--- src/lutcs_defs.vh ---
// register map, field layout, reset values and timing constants of the lookup control block
`ifndef LUTCS_DEFS_VH
`define LUTCS_DEFS_VH

// printed offsets are not all multiples of four: these are indices, byte address = 4 * index
`define LUTCS_IDX_AGE_PERIOD 12'h313
`define LUTCS_IDX_EVENT_STATUS 12'h314
`define LUTCS_IDX_EVENT_MASK 12'h315
`define LUTCS_IDX_FULL_FAIL_INDEX 12'h316
`define LUTCS_IDX_FAIL_LEARN_INDEX 12'h318
`define LUTCS_IDX_HOST_ACCESS_INDEX 12'h31A
`define LUTCS_IDX_UNICAST_FWD 12'h320
`define LUTCS_IDX_MULTICAST_FWD 12'h324
`define LUTCS_IDX_VLAN_FWD 12'h328

`define LUTCS_AGE_PERIOD_RESET 8'h4B
`define LUTCS_MASK_RESET 3'h7
`define LUTCS_FWD_ENABLE_BIT 31
`define LUTCS_EVT_LEARN_FAIL 2
`define LUTCS_EVT_ALMOST_FULL 1
`define LUTCS_EVT_WRITE_FAIL 0

`define LUTCS_CLK_HZ 25000000
`define LUTCS_TICK_S 1

`endif

--- src/lutcs_top.v ---
// lookup table control and status registers with AHB-Lite slave, aging tick and unknown forwarding
`timescale 1ns/10ps
`default_nettype none
`include "lutcs_defs.vh"

module lutcs_top #(
    parameter TICK_CYCLES = `LUTCS_CLK_HZ * `LUTCS_TICK_S,
    parameter AGE_CNT_W = 8
) (
    input wire clk,
    input wire reset,
    // AHB-Lite slave
    input wire hsel,
    input wire [31:0] haddr,
    input wire [1:0] htrans,
    input wire hwrite,
    input wire [2:0] hsize,
    input wire [31:0] hwdata,
    input wire hready,
    output wire hreadyout,
    output wire hresp,
    output reg [31:0] hrdata,
    // table engine events
    input wire learn_fail_evt,
    input wire [9:0] learn_fail_bucket,
    input wire static_write_evt,
    input wire static_write_ok,
    input wire [2:0] bucket_valid_count,
    input wire [11:0] static_write_entry,
    input wire [9:0] static_write_bucket,
    input wire host_access_evt,
    input wire [9:0] host_access_bucket,
    // aging check for one dynamic entry
    input wire [AGE_CNT_W-1:0] entry_age_count,
    input wire [31:0] entry_age_seconds,
    output reg entry_expired,
    output reg age_tick,
    // unknown packet classification
    input wire pkt_valid,
    input wire pkt_unknown_vlan,
    input wire pkt_unknown_unicast,
    input wire pkt_unknown_multicast,
    output reg fwd_valid,
    output reg fwd_enable,
    output reg [2:0] fwd_ports,
    output wire [7:0] age_period_out,
    output wire lookup_engine_irq_bit,
    output wire irq
);

    reg [7:0] age_period;
    reg [2:0] event_status;
    reg [2:0] event_mask;
    reg [11:0] full_fail_index;
    reg [9:0] fail_learn_index;
    reg [9:0] host_access_index;
    reg uc_enable;
    reg [2:0] uc_ports;
    reg mc_enable;
    reg [2:0] mc_ports;
    reg vlan_enable;
    reg [2:0] vlan_ports;

    // data phase capture
    reg dp_write;
    reg dp_read;
    reg [11:0] dp_index;

    wire addr_phase = hsel && hready && htrans[1];
    wire [11:0] next_index = haddr[13:2];
    wire wr_go = dp_write;

    assign hreadyout = 1'b1;
    assign hresp = 1'b0;
    assign age_period_out = age_period;

    always @(posedge clk) begin
        if (reset) begin
            dp_write <= 1'b0;
            dp_read <= 1'b0;
            dp_index <= 12'h000;
        end else begin
            dp_write <= addr_phase && hwrite;
            dp_read <= addr_phase && !hwrite;
            dp_index <= next_index;
        end
    end

    // read data prepared at address phase so it stands in the zero-wait data phase
    // reserved bits of every register read back as zero
    reg [31:0] next_hrdata;
    always @* begin
        next_hrdata = 32'h00000000;
        case (next_index)
            `LUTCS_IDX_AGE_PERIOD: begin
                next_hrdata[7:0] = age_period;
            end
            `LUTCS_IDX_EVENT_STATUS: begin
                next_hrdata[2:0] = event_status;
            end
            `LUTCS_IDX_EVENT_MASK: begin
                next_hrdata[2:0] = event_mask;
            end
            `LUTCS_IDX_FULL_FAIL_INDEX: begin
                next_hrdata[11:0] = full_fail_index;
            end
            `LUTCS_IDX_FAIL_LEARN_INDEX: begin
                next_hrdata[9:0] = fail_learn_index;
            end
            `LUTCS_IDX_HOST_ACCESS_INDEX: begin
                next_hrdata[9:0] = host_access_index;
            end
            `LUTCS_IDX_UNICAST_FWD: begin
                next_hrdata[`LUTCS_FWD_ENABLE_BIT] = uc_enable;
                next_hrdata[2:0] = uc_ports;
            end
            `LUTCS_IDX_MULTICAST_FWD: begin
                next_hrdata[`LUTCS_FWD_ENABLE_BIT] = mc_enable;
                next_hrdata[2:0] = mc_ports;
            end
            `LUTCS_IDX_VLAN_FWD: begin
                next_hrdata[`LUTCS_FWD_ENABLE_BIT] = vlan_enable;
                next_hrdata[2:0] = vlan_ports;
            end
            default: begin
                next_hrdata = 32'h00000000;
            end
        endcase
    end

    always @(posedge clk) begin
        if (reset) begin
            hrdata <= 32'h00000000;
        end else if (addr_phase && !hwrite) begin
            hrdata <= next_hrdata;
        end
    end

    // control registers; one write strobe each, so a stray index cannot touch two of them
    wire we_age = wr_go && (dp_index == `LUTCS_IDX_AGE_PERIOD);
    wire we_mask = wr_go && (dp_index == `LUTCS_IDX_EVENT_MASK);
    wire we_uc = wr_go && (dp_index == `LUTCS_IDX_UNICAST_FWD);
    wire we_mc = wr_go && (dp_index == `LUTCS_IDX_MULTICAST_FWD);
    wire we_vlan = wr_go && (dp_index == `LUTCS_IDX_VLAN_FWD);

    always @(posedge clk) begin
        if (reset) begin
            age_period <= `LUTCS_AGE_PERIOD_RESET;
        end else if (we_age) begin
            age_period <= hwdata[7:0];
        end
    end

    always @(posedge clk) begin
        if (reset) begin
            event_mask <= `LUTCS_MASK_RESET;
        end else if (we_mask) begin
            event_mask <= hwdata[2:0];
        end
    end

    always @(posedge clk) begin
        if (reset) begin
            uc_enable <= 1'b0;
            uc_ports <= 3'h0;
        end else if (we_uc) begin
            uc_enable <= hwdata[`LUTCS_FWD_ENABLE_BIT];
            uc_ports <= hwdata[2:0];
        end
    end

    always @(posedge clk) begin
        if (reset) begin
            mc_enable <= 1'b0;
            mc_ports <= 3'h0;
        end else if (we_mc) begin
            mc_enable <= hwdata[`LUTCS_FWD_ENABLE_BIT];
            mc_ports <= hwdata[2:0];
        end
    end

    always @(posedge clk) begin
        if (reset) begin
            vlan_enable <= 1'b0;
            vlan_ports <= 3'h0;
        end else if (we_vlan) begin
            vlan_enable <= hwdata[`LUTCS_FWD_ENABLE_BIT];
            vlan_ports <= hwdata[2:0];
        end
    end

    // event decode from the table engine
    wire ev_learn = learn_fail_evt;
    wire ev_almost = static_write_evt && static_write_ok &&
        (bucket_valid_count == 3'd2 || bucket_valid_count == 3'd3);
    wire ev_wfail = static_write_evt && !static_write_ok;
    wire [2:0] ev_vec = {ev_learn, ev_almost, ev_wfail};
    wire clr_hit = wr_go && (dp_index == `LUTCS_IDX_EVENT_STATUS);
    wire [2:0] clr_vec = clr_hit ? hwdata[2:0] : 3'h0;

    // set wins over a write-one-clear in the same cycle; mask does not gate recording
    genvar g;
    generate
        for (g = 0; g < 3; g = g + 1) begin : g_evt
            always @(posedge clk) begin
                if (reset) begin
                    event_status[g] <= 1'b0;
                end else if (ev_vec[g]) begin
                    event_status[g] <= 1'b1;
                end else if (clr_vec[g]) begin
                    event_status[g] <= 1'b0;
                end
            end
        end
    endgenerate

    assign lookup_engine_irq_bit = |event_status;
    assign irq = |(event_status & ~event_mask);

    // index capture; failed write uses only the low ten bits of the shared field
    always @(posedge clk) begin
        if (reset) begin
            full_fail_index <= 12'h000;
        end else if (ev_almost) begin
            full_fail_index <= static_write_entry;
        end else if (ev_wfail) begin
            full_fail_index <= {2'h0, static_write_bucket};
        end
    end

    always @(posedge clk) begin
        if (reset) begin
            fail_learn_index <= 10'h000;
        end else if (ev_learn) begin
            fail_learn_index <= learn_fail_bucket;
        end
    end

    always @(posedge clk) begin
        if (reset) begin
            host_access_index <= 10'h000;
        end else if (host_access_evt) begin
            host_access_index <= host_access_bucket;
        end
    end

    // one-second tick divider; long count is a parameter so simulation can shorten it
    reg [31:0] tick_div;
    reg [31:0] next_tick_div;
    always @* begin
        if (tick_div >= TICK_CYCLES - 1) begin
            next_tick_div = 32'h00000000;
        end else begin
            next_tick_div = tick_div + 32'h00000001;
        end
    end

    always @(posedge clk) begin
        if (reset) begin
            tick_div <= 32'h00000000;
            age_tick <= 1'b0;
        end else begin
            tick_div <= next_tick_div;
            age_tick <= (tick_div >= TICK_CYCLES - 1);
        end
    end

    // product fits 16 bits for an 8-bit age count; zero count never expires
    wire [15:0] age_limit = age_period * {{(16-AGE_CNT_W){1'b0}}, entry_age_count};
    reg next_entry_expired;
    always @* begin
        next_entry_expired = 1'b0;
        if (age_limit != 16'h0000) begin
            next_entry_expired = (entry_age_seconds >= {16'h0000, age_limit});
        end
    end

    always @(posedge clk) begin
        if (reset) begin
            entry_expired <= 1'b0;
        end else begin
            entry_expired <= next_entry_expired;
        end
    end

    // unknown forwarding decision, vlan id checked before unicast before multicast
    reg next_fwd_enable;
    reg [2:0] next_fwd_ports;
    wire pkt_unknown_any = pkt_unknown_vlan || pkt_unknown_unicast || pkt_unknown_multicast;
    always @* begin
        next_fwd_enable = 1'b0;
        next_fwd_ports = 3'h0;
        if (pkt_unknown_vlan) begin
            next_fwd_enable = vlan_enable;
            next_fwd_ports = vlan_ports;
        end else if (pkt_unknown_unicast) begin
            next_fwd_enable = uc_enable;
            next_fwd_ports = uc_ports;
        end else if (pkt_unknown_multicast) begin
            next_fwd_enable = mc_enable;
            next_fwd_ports = mc_ports;
        end
        // a disabled category forwards to no port at all, whatever its port bits say
        if (!next_fwd_enable) begin
            next_fwd_ports = 3'h0;
        end
    end

    always @(posedge clk) begin
        if (reset) begin
            fwd_valid <= 1'b0;
            fwd_enable <= 1'b0;
            fwd_ports <= 3'h0;
        end else begin
            fwd_valid <= pkt_valid && pkt_unknown_any;
            fwd_enable <= next_fwd_enable;
            fwd_ports <= next_fwd_ports;
        end
    end

endmodule
`default_nettype wire

--- config.mk ---
export PLATFORM = sky130hd
export DESIGN_NAME = lutcs_top
export DESIGN_NICKNAME = d
export VERILOG_FILES = /design/src/lutcs_top.v
export VERILOG_INCLUDE_DIRS = /design/src /design/src/src
export SDC_FILE = /design/constraint.sdc
export NUM_CORES = 1
export LEC_CHECK = 0
export BUFFER_PORTS_ARGS = -buffer_cell sky130_fd_sc_hd__buf_2
export CAP_MARGIN = 15
export CELL_PAD_IN_SITES_DETAIL_PLACEMENT = 0
export CELL_PAD_IN_SITES_GLOBAL_PLACEMENT = 2
export CORE_ASPECT_RATIO = 1.4
export CORE_MARGIN = 2
export CORE_UTILIZATION = 33
export DETAILED_ROUTE_END_ITERATION = 12
export MAX_ROUTING_LAYER = met4
export PLACE_DENSITY = 0.94
export SKIP_LAST_GASP = 1
export SYNTH_ARGS = -nofsm -noshare
export SYNTH_HDL_FRONTEND = slang
export SYNTH_SLANG_ARGS = --single-unit
--- constraint.sdc ---
create_clock -name clk -period 12.74 [get_ports clk]
set_clock_uncertainty 0.1 [all_clocks]
set_input_delay 1.274 -clock clk [delete_from_list [all_inputs] [get_ports clk]]
set_output_delay 1.274 -clock clk [all_outputs]
set_load 0.05 [all_outputs]
After elaboration in Yosys (flattened, before gate mapping)
Index checks and enable logic that the tools add are counted.
{ "word_totals": {"reg_bits": 123, "latchBits": 0, "ramBits": 0, "romBits": 0, "in_bits": 167, "memories": 0} }
{ "classes": {"add_sub_neg": 1, "mul": 1, "div": 0, "magnitude_cmp": 2, "eq_ne": 17, "shift": 0, "muxes": 20, "bitwise": 4, "n_reduce_logical": 29} }
{ "ops": {"columns": ["operator", "count"], "rows": [
  ["12-bit by 10-bit equality test with 1-bit output, second input constant", 15],
  ["32-bit by 1-bit adder with 32-bit output, second input constant", 1],
  ["32-bit by 16-bit greater-or-equal comparator with 1-bit output", 1],
  ["32-bit by 25-bit greater-or-equal comparator with 1-bit output, second input constant", 1],
  ["3-bit case mux with 9 select lines", 1],
  ["12-bit 2-to-1 mux", 2],
  ["5-bit case mux with 4 select lines", 1],
  ["8-bit by 8-bit multiplier with 16-bit output", 1],
  ["16-bit nonzero test", 1],
  ["1-bit logical AND", 14],
  ["3-bit 2-to-1 mux", 4],
  ["1-bit 2-to-1 mux", 9],
  ["2-bit nonzero test", 4],
  ["3-bit by 2-bit equality test with 1-bit output, second input constant", 2],
  ["2-bit case mux with 3 select lines", 1],
  ["2-bit OR reduction", 3],
  ["3-bit OR reduction", 2],
  ["3-bit AND", 1],
  ["1-bit logical OR", 3],
  ["3-bit NOT", 1],
  ["1-bit case mux with 3 select lines", 1],
  ["1-bit logical NOT", 2],
  ["2-bit 2-to-1 mux", 1],
  ["1-bit NOT", 2]
]} }

Depth between registers and ports, before layout
Gate-level depths: netlist (run 1).
{ "depth": {"ltp_word": 5, "ltp_mapped": 24, "depth_no_buf": 23} }

Least setup slack after synthesis (run 1)
No wires, ideal clock.
{ "synth_path": {"path_type": "input port to flip-flop", "startpoint": "in entry_age_count[7]", "endpoint": "reg entry_expired", "setup_ns": 0.137, "arrival_time_ns": 5.980, "slack_ns": 6.523, "stages": 22, "n_path_buf": 1, "path_cell_list": "and2_1 > fa_1 > fa_1 > fa_1 > inv_1 > fa_1 > inv_1 > ha_1 > clkbuf_1 > a21oi_1 > nor2_1 > a211oi_1 > o21bai_1 > a21oi_1 > xnor2_1 > ha_1 > a211oi_1 > and3_1 > nand4_1 > a31oi_1 > a211o_1 > a41oi_1"} }
{ "synth_between": {"elab_chain_cells": 4, "word_cells_on_any_way": 5} }
{ "synth_rtl": {"columns": ["element", "line", "text"], "rows": [
  ["from (decl)", "lutcs_top.v:34", "input wire [AGE_CNT_W-1:0] entry_age_count,"],
  ["8-bit by 8-bit multiplier with 16-bit output (*)", "lutcs_top.v:269", "wire [15:0] age_limit = age_period * {{(16-AGE_CNT_W){1'b0}}, entry_age_count};"],
  ["parallel branches: the longest is 3 deep, another holds 32-bit by 16-bit greater-or-equal comparator with 1-bit output", null, null],
  ["to (signal assigned)", "lutcs_top.v:282", "entry_expired <= next_entry_expired;"],
  ["to (decl)", "lutcs_top.v:36", "output reg entry_expired,"]
]} }
Every way passes the cells marked *.
A chain may end at the register's enable or synchronous reset.

Final worst setup path (run 1)
Same ends and word-level chain as after synthesis.

==> results of run 1 <==
-- layout make-up --
class                   count  area (sq um)  share of cell area [%]
diodes                      2         5.005                 0.05389
clock buffers              18         429.2                   4.621
clock inverters            14         147.6                   1.590
inverters                  67         251.5                   2.708
multi-input cells         672          4860                   52.33
flip-flops and latches    123          2462                   26.52
well taps                 306         382.9                   4.123
repair buffers            149         748.2                   8.057
-- power groups by stage --
stage	clock, uW	sequential, uW	combinational, uW
after floorplan	0	408	194
after global placement	0	408	256
after detailed placement	0	408	259
after CTS	479	400	261
after global routing	498	401	293
final	469	400	256
-- Yosys cell counts (5+ instances only) --
| cell type | count | area share, % |
|---|---|---|
| a211oi_1 | 5 | 0.48 |
| nor4_1 | 9 | 0.73 |
| fa_1 | 36 | 9.3 |
| nand2_1 | 59 | 2.9 |
| a222oi_1 | 5 | 0.65 |
| a22oi_1 | 15 | 1.5 |
| inv_1 | 67 | 3.2 |
| ha_1 | 53 | 8.6 |
| a211o_1 | 10 | 1.1 |
| nor3_1 | 10 | 0.65 |
| dfxtp_1 | 123 | 32 |
| nor2b_1 | 27 | 2.2 |
| nand4_1 | 15 | 1.2 |
| a21o_1 | 8 | 0.78 |
| buf_4 | 21 | 2.0 |
| xor2_1 | 18 | 2.0 |
| o21ai_0 | 17 | 1.1 |
| clkbuf_1 | 19 | 0.92 |
| a22o_1 | 9 | 1.0 |
| nand3_1 | 21 | 1.4 |
| nor2_1 | 106 | 5.1 |
| and3_1 | 9 | 0.73 |
| xnor2_1 | 15 | 1.7 |
| a21oi_1 | 49 | 3.2 |
| mux2i_1 | 40 | 5.2 |
| nand2b_1 | 7 | 0.57 |
| and2_1 | 58 | 4.7 |
-- layer usage --
layer  track usage [%]  vias up  share of wire, %
met3             3.284       21               4.6
met4             4.809        0               1.6
met5                 -        -                 0
li1                  -     3265                 -
met2             32.56      153                54
met1             17.95     3045                39
-- path summary, 6_finish.rpt --
kind                      start            end  slack [ns]  cells past startpoint
min                  hrdata[11]     hrdata[11]        0.35                      2
max          entry_age_count[7]  entry_expired        6.36                     22
min reg2reg          hrdata[11]     hrdata[11]        0.35                      2
max reg2reg   age_period_out[2]  entry_expired        6.77                     21
-- through the flow --
stage               total power (uW)  instance area [sq um]  hold slack, ns  cells
floorplan                      602.2                   7845          0.3357    910
global placement               663.8                   8705          0.3333   1317
detailed placement             667.4                   8705          0.3407   1317
CTS                             1139                   9281          0.3490   1349
global route                    1191                   9286          0.3643   1351
finish                          1126                   9286          0.3471   1351
-- layout by cell type, fill, tap and decap left out, types with 4 or more instances in the layout --
| cell | Yosys | final |
|---|---|---|
| clkbuf_16 | 0 | 17 |
| a211o_1 | 10 | 10 |
| xnor2_1 | 15 | 15 |
| a22o_1 | 9 | 9 |
| nor4_1 | 9 | 9 |
| inv_1 | 67 | 67 |
| nor2_1 | 106 | 106 |
| xor2_1 | 18 | 18 |
| and2_1 | 58 | 58 |
| and3_1 | 9 | 9 |
| a31oi_1 | 4 | 4 |
| dfxtp_1 | 123 | 123 |
| nand2_1 | 59 | 59 |
| nand2b_1 | 7 | 7 |
| fa_1 | 36 | 36 |
| nor2b_1 | 27 | 27 |
| buf_2 | 2 | 148 |
| nand3_1 | 21 | 21 |
| nor3_1 | 10 | 10 |
| a21o_1 | 8 | 8 |
| a211oi_1 | 5 | 5 |
| a22oi_1 | 15 | 15 |
| nand4_1 | 15 | 15 |
| ha_1 | 53 | 53 |
| o21ai_0 | 17 | 17 |
| a222oi_1 | 5 | 5 |
| clkinvlp_4 | 0 | 5 |
| conb_1 | 2 | 28 |
| mux2i_1 | 40 | 40 |
| a21oi_1 | 49 | 49 |
-- tightest hold or removal path: cells and delay by family, from the launching register on --
family,cells,cell delay [ns]
flip-flops,1,0.30
AND/OR/NAND/NOR,1,0.05
AO/OA/AOI/OAI,1,0.05
-- logic make-up after synthesis --
kind of cell	count (synthesis)	share of synthesized area [%]
compound gates	138	11.87
xor+xnor	33	3.731
fa+ha+maj	89	17.86
buf+inv	115	6.815
flops	123	31.78
mux	40	5.168
other cells	2	0.09694
simple gates	344	22.67
-- flip-flops by register name (all words and copies together) (netlist names) --
name	flops
tick_div	32
hrdata	13
dp_index	12
full_fail_index	12
fail_learn_index	10
host_access_index	10
age_period_out	8
event_mask	3
event_status	3
fwd_ports	3
mc_ports	3
uc_ports	3
vlan_ports	3
age_tick	1
dp_write	1
entry_expired	1
fwd_enable	1
fwd_valid	1
mc_enable	1
uc_enable	1
vlan_enable	1
==> summary.md, run 1 <==
| Metric | Value |
|---|---|
| Status | `finished, final reports clean` |
| Placement Setup Slack | `a little under 6 ns` |
| Max clock buf depth | `2` |
| Vias | `6484` |
| Avg Cell Area, Syn | `8.764 sq um` |
| Crit share post-route | `50.10%` |
| Root Buffer | `clkbuf_16` |
| # clock sinks | `123` |
| Hold buffer count at CTS | `0` |
| FILL cells | `~2400` |
| # nets final | `around 1300` |
| FFs w/ async S/R, synth | `0%` |
| Slew HR | `between 20 and 30%` |
| DIE AREA | `24740 sq um` |
| Die height | `185.3 microns` |
| Postcts setup bufs | `0` |
| Most frequent CP cell | `fa_1` |
| Global-route wire length before repair | `32.31 mm` |
| # rows | `66` |
| Core area | `23120 sq um` |
| Largest net degree at the start of global routing | `88` |
| Max-cap violations | `0` |
| F_max | `156.7 MHz` |
| CP arrival | `6.56 ns` |
| CP max FO | `9` |
| CTS clk-pin slew, worst paths | `0.06 ns` |
| Initial DRC Count | `331` |
| Via density | `4.799` |
| Count of yosys warnings during synthesis | `0` |
| CTS tree | `yes` |
| FF+latch count, synth | `123` |
| Final worst slack | `6.357 ns` |
| DIE WIDTH | `133.5 microns` |
| Final core occ | `40.16%` |
| Post-synth EDFFs | `0` |
| Synth Flop Type | `dfxtp_1` |
| Buf/Inv on CP | `3` |
| Post-DRT Antenna Nets | `0` |
| H-tree depth | `4` |
| Routed WL per cell | `15.06 microns` |
| Critical Path RT | `12.92 ns` |
| CP cell instances | `buf_2, and2_1, fa_1, fa_1, fa_1, inv_1, fa_1, inv_1, ha_1, nand3_1, nor4_1, a211oi_1, o21bai_1, a21oi_1, xnor2_1, ha_1, a211oi_1, and3_1, nand4_1, a31oi_1, a211o_1, a41oi_1` |
| Num ports | `about 220` |
| Crit-path max cell delay | `0.54 ns` |
| Drt pass-1 iters | `4` |
| Net Switching | `338.6 uW` |
| IO Port Bufs | `148` |
| Comb pwr share | `22.8%` |
| Clk_lat worst skew | `~0.41 ns` |
| DRC violations left | `0` |
| Post-cts resize count | `0` |
| RSZ-0062 raised after global routing | `no` |
| Kind of end point of the critical path | `flip-flop` |
| Minimum clock period | `6.383 ns` |
| Setup tns final | `0 ns` |
| Starting Density | `between 30% and 40%` |
| Slew @ Worst Pin | `1.043 ns` |
| Fin. max-slew vios | `0` |
| Worst Setup Path Type | `primary input to flip-flop` |
| Seq/Total Area, Yosys | `between 30% and 40%` |
| Lkg Pwr | `0.004145 uW` |
| Sequential share of power | `35.5%` |
| Synth-to-layout area growth | `19.86%` |
| Crit start category | `primary input` |
| Worst vdd ir | `86.51 uV` |
| Total CTS buffers | `17` |
| Final hold vios | `0` |
| Total track usage | `about 17%` |
| Drt total wl | `20.35 mm` |
| Synth unique cells | `59` |
| Clock share of power | `a little over two fifths` |
| Final setup violation count | `0` |
| Slowest cell on crit path | `fa_1` |
| Remaining Overflow, GRT | `0` |
| Family with the most delay on the worst path | `adder cells` |
| Initial antenna violation count | `2` |
| Internal power | `approximately 790 uW` |
| PD cells | `121.2 nW/um^2` |
| Cells after synthesis | `884` |
| Switching Fraction | `30.08%` |
| Post-DP HPWL | `16.03 mm` |
| Worst min path class | `flip-flop to flip-flop` |
| Post-Syn Area | `7747 sq um` |
| Vias in the first global route | `between 6000 and 7000` |
| Gpl congestion | `between 0.7 and 0.8` |
| Share of cells above drive strength 1 | `18.22%` |
No activity file was read; power rests on OpenSTA's default activity.
==> run 2: changes to the inputs <==
- CORE_UTILIZATION: 33 -> 31
- PLACE_DENSITY: 0.94 -> 0.89
- clock period: 12.74 -> 6.3 ns (I/O delays scaled with it)
==> run 2 against run 1 <==
  * Sequential share of layout area down 0.23 points
  * Non-clock buffer count increased by 9
  * Clock power rose by 99%
==> summary.md, run 2 (same netlist as run 1, synthesis figures left out) <==
| Metric | Value |
|---|---|
| Status | `finished, final reports clean` |
| Routed WL per cell | `15.11 microns` |
| Max-cap violations | `0` |
| DRC violations left | `0` |
| Critical Path RT | `6.48 ns` |
| Worst vdd ir | `around 150 uV` |
| FILL cells | `2539` |
| Vias in the first global route | `6438` |
| Wire length on met1 | `8.172 mm` |
| IO Port Bufs | `around 150` |
| Kind of end point of the critical path | `flip-flop` |
| Drt total wl | `approximately 21 mm` |
| Final core occ | `38.10%` |
| Total CTS buffers | `17` |
| DP Area | `8783 sq um` |
| Total power draw | `2268 uW` |
| Core area | `24590 sq um` |
| # nets final | `between 1000 and 1500` |
| # clock sinks | `123` |
| Biggest register | `tick_div` |
| Flop2flop setup slack | `0.54 ns` |
| Final worst slack | `0.5404 ns` |
| Share of cells above drive strength 1 | `19.01%` |
| Top flop regs | `tick_div (32), hrdata (13)` |
| Post-cts resize count | `0` |
| Worst min path class | `primary input to flip-flop` |
| Most frequent cells in the layout | `buf_2 (148), dfxtp_1 (123), nor2_1 (106)` |
| Postcts setup bufs | `0` |
| Num ports | `~220` |
| PD cells | `about 240 nW/um^2` |
| CTS tree | `yes` |
| Met3 Routed Length | `between 1 and 1.5 mm` |
| Reg-to-Reg Start | `age_period_out[0]` |
| Worst R2R Path Depth | `22` |
| Hold buffer count at CTS | `0` |
| Hold EP | `age_period_out[6]` |
| Max clock buf depth | `2` |
| Hold path startpoint | `hwdata[6]` |
| Slew HR | `between 20% and 30%` |
| Remaining Overflow, GRT | `0` |
| Die height | `about 190 microns` |
| Final hold vios | `0` |
| Initial antenna violation count | `4` |
| Synth-to-layout area growth | `20.91%` |
| Fin. max-slew vios | `0` |
| Slew @ Worst Pin | `1.069 ns` |
| Reg2reg end | `entry_expired` |
| Total track usage | `16.54%` |
| Post-DP HPWL | `approximately 17 mm` |
| DR top layer | `met4` |
| Max reg flops | `32` |
| DIE WIDTH | `137.6 microns` |
| Starting Density | `31.51%` |
| Root Buffer | `clkbuf_16` |
| CP max FO | `11` |
| H-tree depth | `4` |
| Vias | `6553` |
| Hold depth | `2` |
| Final setup violation count | `0` |
| Largest net degree at the start of global routing | `45` |
| CTS clk-pin slew, worst paths | `0.06 ns` |
| Post-DRT Antenna Nets | `0` |
| CP arrival | `5.94 ns` |
| Placement Setup Slack | `0.2102 ns` |
| Crit start category | `flip-flop` |
| Global-route wire length before repair | `approximately 32 mm` |
| Clk_lat worst skew | `about 0.42 ns` |
| Initial DRC Count | `roughly 300` |
| Via density | `4.780` |
| # rows | `68` |
| Crit share post-route | `between 90% and 100%` |
| Met2 WL | `11.29 mm` |
| Minimum clock period | `between 5 and 6 ns` |
| Lkg Pwr | `0.004187 uW` |
| Setup tns final | `0 ns` |
| Final Cell Area | `between 9000 and 10000 sq um` |
| F_max | `173.6 MHz` |
| Commonest non-fill, non-tap cell in the layout | `buf_2` |
| RSZ-0062 raised after global routing | `no` |
| Worst Setup Path Type | `flip-flop to flip-flop` |
| DIE AREA | `26290 sq um` |
| Gpl congestion | `0.8065` |
| Drt pass-1 iters | `5` |
[run 2: metrics by stage]
step,hold slack [ns],cells
after floorplan,0.3357,910
after global placement,0.3351,1335
after detailed placement,0.3403,1335
after CTS,0.2989,1367
after global routing,0.3095,1371
final,0.3140,1371
[run 2: critical path: stages (launching register included)]
cell,delay (ns)
dfxtp_1,0.60
nand2_1,0.14
fa_1,0.45
inv_1,0.08
fa_1,0.44
fa_1,0.54
inv_1,0.05
fa_1,0.52
inv_1,0.04
ha_1,0.39
a21oi_1,0.19
nor2_1,0.06
a211oi_1,0.38
o21bai_1,0.10
a21oi_1,0.18
xnor2_1,0.17
ha_1,0.30
a211oi_1,0.23
and3_1,0.19
nand4_1,0.12
a31oi_1,0.19
a211o_1,0.12
a41oi_1,0.04
[run 2: layout make-up]
| class | count | area, sq um | area share, % |
|---|---|---|---|
| multi-input cells | 672 | 4860 | 51.88 |
| flip-flops and latches | 123 | 2462 | 26.29 |
| repair buffers | 158 | 815.8 | 8.708 |
| clock buffers | 19 | 452.9 | 4.835 |
| well taps | 315 | 394.1 | 4.207 |
| inverters | 67 | 251.5 | 2.685 |
| clock inverters | 13 | 121.4 | 1.296 |
| diodes | 4 | 10.01 | 0.1069 |
[run 2: worst max-delay path by stage]
stage	from	end	slack, ns
global route	age_period_out[0]	entry_expired	0.12
CTS	age_period_out[0]	entry_expired	0.47
finish	age_period_out[0]	entry_expired	0.54
floorplan	age_period_out[5]	entry_expired	0.57
global placement	entry_age_count[7]	entry_expired	0.21
detailed placement	entry_age_count[7]	entry_expired	0.21
[run 2: power by group]
part / switching, uW / internal [uW]
Clock: 370 / 564
Sequential: 10.3 / 798
Combinational: 310 / 216
[run 2: per-layer routing]
layer	GRT usage, %	vias to the layer above
met5	-	-
met2	31.36	139
met1	16.72	3110
li1	-	3293
met4	3.886	0
met3	4.163	11
